[config.mk]
export PLATFORM = sky130hd
export DESIGN_NAME = fsk_cmd_handler
export DESIGN_NICKNAME = d
export VERILOG_FILES = /design/src/fsk_pkg.sv /design/src/fsk_cmd_handler.sv
export SDC_FILE = /design/constraint.sdc
export NUM_CORES = 2
export LEC_CHECK = 0
export ABC_AREA = 0
export ABC_CLOCK_PERIOD_IN_PS = 7400
export BUFFER_PORTS_ARGS = -buffer_cell sky130_fd_sc_hd__buf_2
export CORE_ASPECT_RATIO = 0.6
export CORE_MARGIN = 5
export CORE_UTILIZATION = 45
export DETAILED_ROUTE_END_ITERATION = 10
export RECOVER_POWER = 25
export SETUP_SLACK_MARGIN = 0.2
export SLEW_MARGIN = 15
export SYNTH_ARGS = -nofsm -noshare
export SYNTH_HDL_FRONTEND = slang
export SYNTH_SLANG_ARGS = --single-unit
[constraint.sdc]
create_clock -name ref_clk -period 7.4 [get_ports ref_clk]
set_input_delay 0.37 -clock ref_clk [delete_from_list [all_inputs] [get_ports ref_clk]]
set_output_delay 0.37 -clock ref_clk [all_outputs]
set_load 0.01 [all_outputs]
[src/fsk_pkg.sv]
package fsk_pkg;
	// ************************************************************
	// command and reply codes
	// ************************************************************
	localparam logic [7:0] CMD_FAN_RPT = 8'h10;
	localparam logic [7:0] CMD_FAN_PWR = 8'h11;
	localparam logic [7:0] CMD_DEV_INFO = 8'h12;
	localparam logic [7:0] CMD_TEMP_RPT = 8'h13;
	localparam logic [7:0] CMD_BUS_XACT = 8'h14;
	localparam logic [7:0] CMD_LCD_DIRECT = 8'h16;
	localparam logic [7:0] CMD_KEY_RPT = 8'h17;
	localparam logic [7:0] REPLY_FLAG = 8'h40;
	localparam logic [7:0] FAN_REPORT_TYPE = 8'h81;
	localparam logic [7:0] MATCH_ROM_CMD = 8'h55;
	// ************************************************************
	// field limits and reset values
	// ************************************************************
	localparam logic [7:0] FAN_PWR_MAX = 8'h64;
	localparam logic [7:0] DEV_INDEX_MAX = 8'h1F;
	localparam logic [7:0] DEV_INDEX_NOADDR = 8'h20;
	localparam logic [7:0] READ_COUNT_MAX = 8'h0E;
	localparam logic [4:0] XACT_LEN_MIN = 5'h02;
	localparam logic [4:0] XACT_LEN_MAX = 5'h10;
	localparam logic [5:0] KEY_MASK_ALL = 6'h3F;
	localparam logic [7:0] FAN_PWR_RESET = 8'h64;
	localparam int KEY_UP_BIT = 0;
	localparam int KEY_ENTER_BIT = 1;
	localparam int KEY_CANCEL_BIT = 2;
	localparam int KEY_LEFT_BIT = 3;
	localparam int KEY_RIGHT_BIT = 4;
	localparam int KEY_DOWN_BIT = 5;
	// ************************************************************
	// timing
	// ************************************************************
	localparam int CLK_HZ = 25000000;
	localparam int SLOT_MS = 125;
	localparam int SLOT_CYC = CLK_HZ / 1000 * SLOT_MS;
	localparam int SLOTS_PER_TEMP = 8;
	// ************************************************************
	// carriers
	// ************************************************************
	typedef struct packed {
		logic [7:0] ptype;
		logic [4:0] len;
		logic [15:0][7:0] data;
	} fsk_pkt_s;
	typedef struct packed {
		logic [7:0] fan_pwr0;
		logic [7:0] fan_pwr1;
		logic [7:0] fan_pwr2;
		logic [7:0] fan_pwr3;
		logic [5:0] press_mask;
		logic [5:0] release_mask;
	} fsk_boot_s;
	typedef enum logic [2:0] {
		ST_IDLE = 3'b000,
		ST_ADDR = 3'b001,
		ST_WRITE = 3'b010,
		ST_READ = 3'b011,
		ST_REPLY = 3'b100
	} fsk_state_e;
endpackage : fsk_pkg

[src/fsk_cmd_handler.sv]
// Summary of operation
// - nonzero setup byte starts 500 ms fan reports
// - fan reports staggered one eighth second apart
// - reported fan forced full power one slot
// - fan power needs four bytes 0..100
// - fan power replies 0x51 empty
// - fan power levels go to boot state
// - power-up bus scan fills device table
// - info query index 0..31, nine byte reply
// - thermometer family codes report every second
// - 32-bit mask enables temperature reports
// - transaction carries 2..16 bytes, limits checked
// - index 32 skips address phase
// - found index sends match plus address
// - write length minus two bytes after address
// - read count bytes read into reply
// - display command forwarded, empty reply
// - all key events reported after reset
// - masks select reported press and release
// - key masks go to boot state
`timescale 1ns/100ps
`default_nettype none
module fsk_cmd_handler
	import fsk_pkg::*;
#(
	parameter int SLOT_CYCLES = SLOT_CYC,
	parameter logic [7:0] THERMO_FAMILY_A = 8'hA1, // arbitrary family code
	parameter logic [7:0] THERMO_FAMILY_B = 8'hA2 // arbitrary family code
)
(
	input wire logic ref_clk,
	input wire logic arst_n,
	input wire logic cmd_valid,
	input var fsk_pkt_s cmd_pkt,
	output logic cmd_ready,
	output logic rsp_valid,
	output var fsk_pkt_s rsp_pkt,
	input wire logic rsp_ready,
	output logic fan_rpt_valid,
	output logic [1:0] fan_rpt_index,
	input wire logic [3:0] fan_enable,
	output logic [3:0] fan_force_full,
	output logic [31:0][7:0] fan_power,
	output var fsk_boot_s boot_cfg,
	input wire logic enum_valid,
	input wire logic [4:0] enum_index,
	input wire logic [63:0] enum_rom,
	output logic temp_rpt_valid,
	output logic [31:0] temp_rpt_mask,
	output logic bus_op_valid,
	output logic bus_op_read,
	output logic [7:0] bus_op_wdata,
	input wire logic bus_op_done,
	input wire logic [7:0] bus_op_rdata,
	output logic lcd_cmd_valid,
	output logic [7:0] lcd_cmd_byte,
	input wire logic key_event_valid,
	input wire logic key_event_press,
	input wire logic [5:0] key_event_bits,
	output logic key_rpt_valid,
	output logic key_rpt_press,
	output logic [5:0] key_rpt_bits
);
	// ************************************************************
	// state
	// ************************************************************
	fsk_state_e state_r;
	fsk_pkt_s cmd_r;
	fsk_pkt_s rsp_r;
	logic [3:0][7:0] fan_pwr_r;
	logic [5:0] press_mask_r, release_mask_r;
	logic fan_rpt_on_r;
	logic [31:0] temp_mask_r;
	logic [31:0] dev_found_r;
	logic [31:0] thermo_r;
	logic [63:0] rom_tab_r [32];
	logic [31:0] slot_cnt_r;
	logic [2:0] slot_r;
	logic [3:0] xact_idx_r;
	logic [3:0] xact_left_r;
	logic op_busy_r;
	logic [7:0] op_data_r;
	logic op_read_r;
	logic fan_rpt_r, temp_rpt_r, lcd_r, key_r, key_press_r;
	logic [1:0] fan_idx_r;
	logic [5:0] key_bits_r;
	logic [7:0] lcd_byte_r;
	logic accept;
	logic cmd_ok;
	logic [4:0] wr_len;
	function automatic logic in_range(input logic [7:0] v, input logic [7:0] maxv);
		in_range = (v <= maxv);
	endfunction : in_range
	assign cmd_ready = (state_r == ST_IDLE);
	assign accept = cmd_valid && cmd_ready;
	assign rsp_valid = (state_r == ST_REPLY);
	assign rsp_pkt = rsp_r;
	assign wr_len = cmd_r.len - XACT_LEN_MIN;
	// ************************************************************
	// command validation
	// ************************************************************
	always_comb
	begin
		unique case (cmd_pkt.ptype)
			CMD_FAN_RPT: cmd_ok = (cmd_pkt.len == 5'd1);
			CMD_FAN_PWR: cmd_ok = (cmd_pkt.len == 5'd4) && in_range(cmd_pkt.data[0], FAN_PWR_MAX) &&
				in_range(cmd_pkt.data[1], FAN_PWR_MAX) && in_range(cmd_pkt.data[2], FAN_PWR_MAX) &&
				in_range(cmd_pkt.data[3], FAN_PWR_MAX);
			CMD_DEV_INFO: cmd_ok = (cmd_pkt.len == 5'd1) && in_range(cmd_pkt.data[0], DEV_INDEX_MAX);
			CMD_TEMP_RPT: cmd_ok = (cmd_pkt.len == 5'd4);
			CMD_BUS_XACT: cmd_ok = (cmd_pkt.len >= XACT_LEN_MIN) && (cmd_pkt.len <= XACT_LEN_MAX) &&
				in_range(cmd_pkt.data[0], DEV_INDEX_NOADDR) && in_range(cmd_pkt.data[1], READ_COUNT_MAX) &&
				((cmd_pkt.data[0] == DEV_INDEX_NOADDR) || dev_found_r[cmd_pkt.data[0][4:0]]);
			CMD_LCD_DIRECT: cmd_ok = (cmd_pkt.len == 5'd1);
			CMD_KEY_RPT: cmd_ok = (cmd_pkt.len == 5'd2);
			default: cmd_ok = 1'b0;
		endcase
	end
	// ************************************************************
	// device table, filled during power-up enumeration
	// ************************************************************
	always_ff @(posedge ref_clk or negedge arst_n)
	begin
		if (!arst_n)
		begin
			dev_found_r <= '0;
			thermo_r <= '0;
		end
		else if (enum_valid)
		begin
			dev_found_r[enum_index] <= 1'b1;
			thermo_r[enum_index] <= (enum_rom[7:0] == THERMO_FAMILY_A) || (enum_rom[7:0] == THERMO_FAMILY_B);
		end
	end
	always_ff @(posedge ref_clk)
	begin
		if (enum_valid)
			rom_tab_r[enum_index] <= enum_rom;
	end
	// ************************************************************
	// persistent settings
	// ************************************************************
	always_ff @(posedge ref_clk or negedge arst_n)
	begin
		if (!arst_n)
		begin
			fan_pwr_r <= {4{FAN_PWR_RESET}};
			press_mask_r <= KEY_MASK_ALL;
			release_mask_r <= KEY_MASK_ALL;
			fan_rpt_on_r <= 1'b0;
			temp_mask_r <= '0;
		end
		else if (accept && cmd_ok)
		begin
			unique case (cmd_pkt.ptype)
				CMD_FAN_RPT: fan_rpt_on_r <= (cmd_pkt.data[0] != 8'h00);
				CMD_FAN_PWR: fan_pwr_r <= cmd_pkt.data[3:0];
				CMD_TEMP_RPT: temp_mask_r <= {cmd_pkt.data[3], cmd_pkt.data[2], cmd_pkt.data[1], cmd_pkt.data[0]};
				CMD_KEY_RPT:
				begin
					press_mask_r <= cmd_pkt.data[0][5:0];
					release_mask_r <= cmd_pkt.data[1][5:0];
				end
				default: ;
			endcase
		end
	end
	assign boot_cfg = '{fan_pwr0: fan_pwr_r[0], fan_pwr1: fan_pwr_r[1], fan_pwr2: fan_pwr_r[2],
		fan_pwr3: fan_pwr_r[3], press_mask: press_mask_r, release_mask: release_mask_r};
	assign fan_power = {224'h0, fan_pwr_r};
	// ************************************************************
	// eighth-second slot timer for fan and temperature reports
	// ************************************************************
	always_ff @(posedge ref_clk or negedge arst_n)
	begin
		if (!arst_n)
		begin
			slot_cnt_r <= '0;
			slot_r <= '0;
		end
		else if (slot_cnt_r == 32'(SLOT_CYCLES - 1))
		begin
			slot_cnt_r <= '0;
			slot_r <= slot_r + 3'd1;
		end
		else
			slot_cnt_r <= slot_cnt_r + 32'd1;
	end
	// each fan owns one slot of four, so reports are staggered and repeat every half second
	always_ff @(posedge ref_clk or negedge arst_n)
	begin
		if (!arst_n)
		begin
			fan_rpt_r <= 1'b0;
			fan_idx_r <= '0;
			temp_rpt_r <= 1'b0;
		end
		else
		begin
			fan_rpt_r <= fan_rpt_on_r && (slot_cnt_r == 32'(SLOT_CYCLES - 1)) && fan_enable[slot_r[1:0] + 2'd1];
			fan_idx_r <= slot_r[1:0] + 2'd1;
			temp_rpt_r <= (slot_cnt_r == 32'(SLOT_CYCLES - 1)) && (slot_r == 3'(SLOTS_PER_TEMP - 1)) &&
				((temp_mask_r & thermo_r) != '0);
		end
	end
	// full power only during the fan's own slot, one quarter of each half second
	always_comb
	begin
		fan_force_full = '0;
		if (fan_rpt_on_r && fan_enable[slot_r[1:0]])
			fan_force_full[slot_r[1:0]] = 1'b1;
	end
	assign fan_rpt_valid = fan_rpt_r;
	assign fan_rpt_index = fan_idx_r;
	assign temp_rpt_valid = temp_rpt_r;
	assign temp_rpt_mask = temp_mask_r;

	// ************************************************************
	// command sequencer
	// ************************************************************
	always_ff @(posedge ref_clk or negedge arst_n)
	begin
		if (!arst_n)
		begin
			state_r <= ST_IDLE;
			cmd_r <= '0;
			rsp_r <= '0;
			xact_idx_r <= '0;
			xact_left_r <= '0;
			op_busy_r <= 1'b0;
			op_data_r <= '0;
			op_read_r <= 1'b0;
			lcd_r <= 1'b0;
			lcd_byte_r <= '0;
		end
		else
		begin
			lcd_r <= 1'b0;
			unique case (state_r)
				ST_IDLE:
					if (accept && cmd_ok)
					begin
						cmd_r <= cmd_pkt;
						rsp_r <= '0;
						rsp_r.ptype <= cmd_pkt.ptype | REPLY_FLAG;
						xact_idx_r <= '0;
						if (cmd_pkt.ptype == CMD_DEV_INFO)
						begin
							rsp_r.len <= 5'd9;
							rsp_r.data[0] <= cmd_pkt.data[0];
							for (int i = 0; i < 8; i++)
								rsp_r.data[i + 1] <= rom_tab_r[cmd_pkt.data[0][4:0]][i * 8 +: 8];
						end
						if (cmd_pkt.ptype == CMD_LCD_DIRECT)
						begin
							lcd_r <= 1'b1;
							lcd_byte_r <= cmd_pkt.data[0];
						end
						if (cmd_pkt.ptype == CMD_BUS_XACT)
						begin
							if (cmd_pkt.data[0] == DEV_INDEX_NOADDR)
								state_r <= ST_WRITE;
							else
							begin
								state_r <= ST_ADDR;
								op_busy_r <= 1'b1;
								op_read_r <= 1'b0;
								op_data_r <= MATCH_ROM_CMD;
							end
						end
						else
							state_r <= ST_REPLY;
					end
				ST_ADDR:
					if (bus_op_done)
					begin
						if (xact_idx_r == 4'd8)
						begin
							op_busy_r <= 1'b0;
							xact_idx_r <= '0;
							state_r <= ST_WRITE;
						end
						else
						begin
							op_data_r <= rom_tab_r[cmd_r.data[0][4:0]][xact_idx_r[2:0] * 8 +: 8];
							xact_idx_r <= xact_idx_r + 4'd1;
						end
					end
				ST_WRITE:
					if (!op_busy_r)
					begin
						if (xact_idx_r < wr_len[3:0] && wr_len != 5'd0)
						begin
							op_busy_r <= 1'b1;
							op_read_r <= 1'b0;
							op_data_r <= cmd_r.data[xact_idx_r + 4'd2];
						end
						else
						begin
							xact_left_r <= cmd_r.data[1][3:0];
							xact_idx_r <= '0;
							rsp_r.len <= 5'(cmd_r.data[1][3:0]);
							state_r <= (cmd_r.data[1] == 8'h00) ? ST_REPLY : ST_READ;
							if (cmd_r.data[1] != 8'h00)
							begin
								op_busy_r <= 1'b1;
								op_read_r <= 1'b1;
							end
						end
					end
					else if (bus_op_done)
					begin
						op_busy_r <= 1'b0;
						xact_idx_r <= xact_idx_r + 4'd1;
					end
				ST_READ:
					if (bus_op_done)
					begin
						rsp_r.data[xact_idx_r] <= bus_op_rdata;
						xact_idx_r <= xact_idx_r + 4'd1;
						xact_left_r <= xact_left_r - 4'd1;
						if (xact_left_r == 4'd1)
						begin
							op_busy_r <= 1'b0;
							state_r <= ST_REPLY;
						end
					end
				ST_REPLY:
					if (rsp_ready)
						state_r <= ST_IDLE;
				default: state_r <= ST_IDLE;
			endcase
		end
	end

	assign bus_op_valid = op_busy_r;
	assign bus_op_read = op_read_r;
	assign bus_op_wdata = op_data_r;
	assign lcd_cmd_valid = lcd_r;
	assign lcd_cmd_byte = lcd_byte_r;

	// ************************************************************
	// key event filter
	// ************************************************************
	always_ff @(posedge ref_clk or negedge arst_n)
	begin
		if (!arst_n)
		begin
			key_r <= 1'b0;
			key_press_r <= 1'b0;
			key_bits_r <= '0;
		end
		else
		begin
			key_r <= key_event_valid && ((key_event_bits & (key_event_press ? press_mask_r : release_mask_r)) != '0);
			key_press_r <= key_event_press;
			key_bits_r <= key_event_bits & (key_event_press ? press_mask_r : release_mask_r);
		end
	end

	assign key_rpt_valid = key_r;
	assign key_rpt_press = key_press_r;
	assign key_rpt_bits = key_bits_r;
endmodule : fsk_cmd_handler
`default_nettype wire

==> summary.md <==
| Metric | Value |
|---|---|
| Nets | 7522 |
| Ys Warns | 0 |
| Int Pwr | 0.02307 W |
| Final HPWL DP | 254.9 mm |
| Static Leak | 48.49 nW |
| Slew at the pin closest to its max-slew limit | 5359 ps |
| Worst R2R End | bus_op_wdata[4]$_DFFE_PN0P_ |
| Hold path depth | 2 |
| Root Buffer | clkbuf_16 |
| Placed cell areas | 123800 um2 |
| Post-Route M1 WL | 170.0 mm |
| Max VDD drop | 0.1995 mV |
| DR top layer | met5 |
| Clock share of power | 0.402 |
| Worst reg2reg path startpoint | cmd_r[2]$_DFFE_PN0P_ |
| Max Clock Freq | 186.4 MHz |
| Core area | 260000 um2 |
| Synth cell count leaders | edfxtp_1 (2048), mux4_2 (1122), nand2_1 (590) |
| Crit end category | register |
| Final Slew Violations | 217 |
| Min Tclk post-route | 5366 ps |
| Largest cells by area after synthesis | edfxtp_1 (52%), mux4_2 (22%), dfrtp_1 (9.9%), mux2i_1 (2.2%), nand2_1 (1.9%) |
| Clock transition at path regs | 70 ps |
| Worst Hold End | temp_rpt_mask[1]$_DFFE_PN0P_ |
| Setup Total Neg Slack | 0 ps |
| Initial antenna violation count | 41 |
| Initial Util | 0.4520 |
| Placer Congestion | 0.9151 |
| Worst Setup Start Kind | register |
| Cell Area, Synth | 117500 um2 |
| DIE WIDTH | 669.7 um |
| DRC | 0 |
| Clk_lat worst skew | 910 ps |
| DIE AREA | 271800 um2 |
| Yosys cell types | 83 |
| Maxcap violations | 5 |
| Global-route wire length before repair | 590.1 mm |
| Crit path max fanout | 33 |
| Total Wirelength | 434.0 mm |
| Cell area power density | 226.3 nW/um2 |
| Unrepaired setup endpoints after global routing | false |
| Comb pwr share | 0.074 |
| P_sw | 0.007079 W |
| Min-delay worst type | input port to register |
| Vias/cell | 6.823 |
| Worst EP arrival | 6150 ps |
| Area share of the largest cell type after synthesis | 0.5234 |
| Vias | 74610 |
| Post-synth ARST share | 0.1934 |
| Post-Syn Instances | 6616 |
| Pin count of the biggest net entering global routing | 147 |
| Port bufs | 520 |
| #FFs+latches synth | 2539 |
| Routed Antenna Nets | 0 |
| GRT Overall Usage | 0.3109 |
| Status | finished, violations left |
| Final Setup Violations | 0 |
| Avg WL per Cell | 39.69 um |
| Grt ovf | 0 |
| Syn Area/Cell | 17.76 um2 |
| Clock Skew | 50.23 ps |
| Design area | 133200 um2 |
| Failing checks | max-capacitance violations, max-slew violations |
| Met2 routed WL | 186.4 mm |
| Share of layout cells above drive strength 1 | 0.3196 |
| Sequential fraction of the synthesis area | 0.6282 |
| WHS | 64.97 ps |
| Critical Path RT | 8180 ps |
| DR pass1 iterations | 6 |
| Final hold violations | 0 |
| Main synth FF type | edfxtp_1 |
| Sw Ratio | 0.2348 |
| Setup CP Type | register to register |
| Clk buf depth | 4 |
| Number of synthesized flops with an enable pin | 2048 |
| R2R depth | 8 |
| Sequential power share | 0.524 |
| Sink Count | 2539 |
| Top-count cell post-synth | edfxtp_1 |
| Area grow syn2layout | 13.39% |
| Drt first-iter violations | 12860 |
| Vias in the first global route | 71340 |
| CTS buffer count | 230 |
| CTS H-tree lvls | 4 |
| Rows | 145 |
| Chip Height | 405.8 um |
| Io pins | 746 |
| Hold Crit Start | cmd_pkt[1] |
| Post-synth top area cell | edfxtp_1 |
| CTS tree | built |
| Wire length on met3 | 63.58 mm |
| # Post-CTS Setup Buffers | 0 |
| Period utilization | 0.7252 |
| R2R Setup Slk | 2030 ps |
| Slew headroom | -2.573 |
[registers in the layout, indices dropped and copies added (netlist names), 2 cells and up]
signal / cells
bus_op_wdata: 8
thermo_r: 32
lcd_cmd_byte: 8
boot_cfg: 32
fan_rpt_index: 2
xact_left_r: 4
xact_idx_r: 4
cmd_r: 133
release_mask_r: 6
rsp_pkt: 140
slot_r: 3
rom_tab_r: 2048
temp_rpt_mask: 32
dev_found_r: 32
slot_cnt_r: 32
key_rpt_bits: 6
state_r: 3
press_mask_r: 6
[routing by layer]
layer / track usage / vias up
li1: - / 28030
met4: 0.08820 / 20
met5: 0 / -
met2: 0.4393 / 5888
met3: 0.1063 / 817
met1: 0.4591 / 39850
[metrics by stage]
stage	setup WS, ps	utilization	total power [W]	instances
finish	2034	0.5125	0.03015	10940
global route	1718	0.5123	0.03093	10910
CTS	2127	0.5124	0.03017	10910
detailed placement	2178	0.4761	0.01816	10280
global placement	1598	0.4760	0.01813	10280
floorplan	3013	-	0.01716	6840
[power groups by stage]
stage                     combinational (W)  sequential [W]  clock (W)
after global placement              0.00205          0.0161          0
after detailed placement            0.00207          0.0161          0
final                               0.00223          0.0158     0.0121
after floorplan                     0.00114          0.0160          0
after global routing                0.00229          0.0158     0.0128
after CTS                           0.00218          0.0158     0.0122
[what timing repair did]
action	in CTS	in global routing
endpoints found under the hold margin	2194	0
gates resized for setup	0	0
hold buffers	210	0
[cells by family (layout without fill, tap and decap cells)]
family / count (synthesis) / in the layout / synth area share
flops: 2539 / 2539 / 0.6282
compound gates: 749 / 749 / 0.04387
mux: 1542 / 1542 / 0.2525
fa+ha+maj: 17 / 17 / 0.001810
xor+xnor: 34 / 34 / 0.002534
other cells: 1 / 252 / 0.00003191
buf+inv: 739 / 1353 / 0.03348
simple gates: 995 / 995 / 0.03759
[worst max-delay path by stage]
stage	slack, ps	cells past startpoint	startpoint	endpoint
floorplan	3010	4	enum_index[1]	thermo_r[12]$_DFFE_PN0P_
global placement	1600	9	cmd_r[2]$_DFFE_PN0P_	bus_op_wdata[1]$_DFFE_PN0P_
detailed placement	2180	8	cmd_r[2]$_DFFE_PN0P_	bus_op_wdata[4]$_DFFE_PN0P_
CTS	2130	8	cmd_r[2]$_DFFE_PN0P_	bus_op_wdata[4]$_DFFE_PN0P_
global route	1720	3	arst_n	cmd_r[47]$_DFFE_PN0P_
finish	2030	8	cmd_r[2]$_DFFE_PN0P_	bus_op_wdata[4]$_DFFE_PN0P_
[placed cells by master (no fill, tap or decap), types with 37 or more instances in the layout]
cell           Yosys  routed
edfxtp_1        2048    2048
buf_4            277     143
clkbuf_16          0     237
or2_2             37      37
clkbuf_1         235      99
dfrtp_1          467     461
conb_1             1     225
nand2_1          590     588
a21oi_1          104     103
a221oi_1          41      41
nor2_1           131      95
dlygate4sd3_1      0     210
o21ai_0          207     207
a22o_1            55      55
buf_12             0      40
mux4_2          1122    1122
mux2i_1          264     263
buf_2             96     471
clkinv_1           1      43
o22a_1            59      59
mux2_2           130     130
a22oi_1           73      73
nand3_1           47      46
[layout make-up]
| class | instances | area, um2 |
|---|---|---|
| well taps | 3454 | 4322 |
| flip-flops and latches | 2539 | 73840 |
| diodes | 27 | 67.56 |
| clock buffers | 307 | 6331 |
| inverters | 21 | 83.83 |
| clock inverters | 110 | 996.0 |
| repair buffers | 915 | 6591 |
| multi-input cells | 3562 | 41010 |
| fillers | 20840 | 126700 |
[critical path, cell delays in order (launching register included)]
cell and delay, ps:
dfrtp_4 830, buf_4 770, buf_4 720, nand2_1 530, o22ai_1 250, nor3_1 160, o311ai_0 930, a31oi_1 480
o32a_1 450
(Power assumes the default switching activity.)
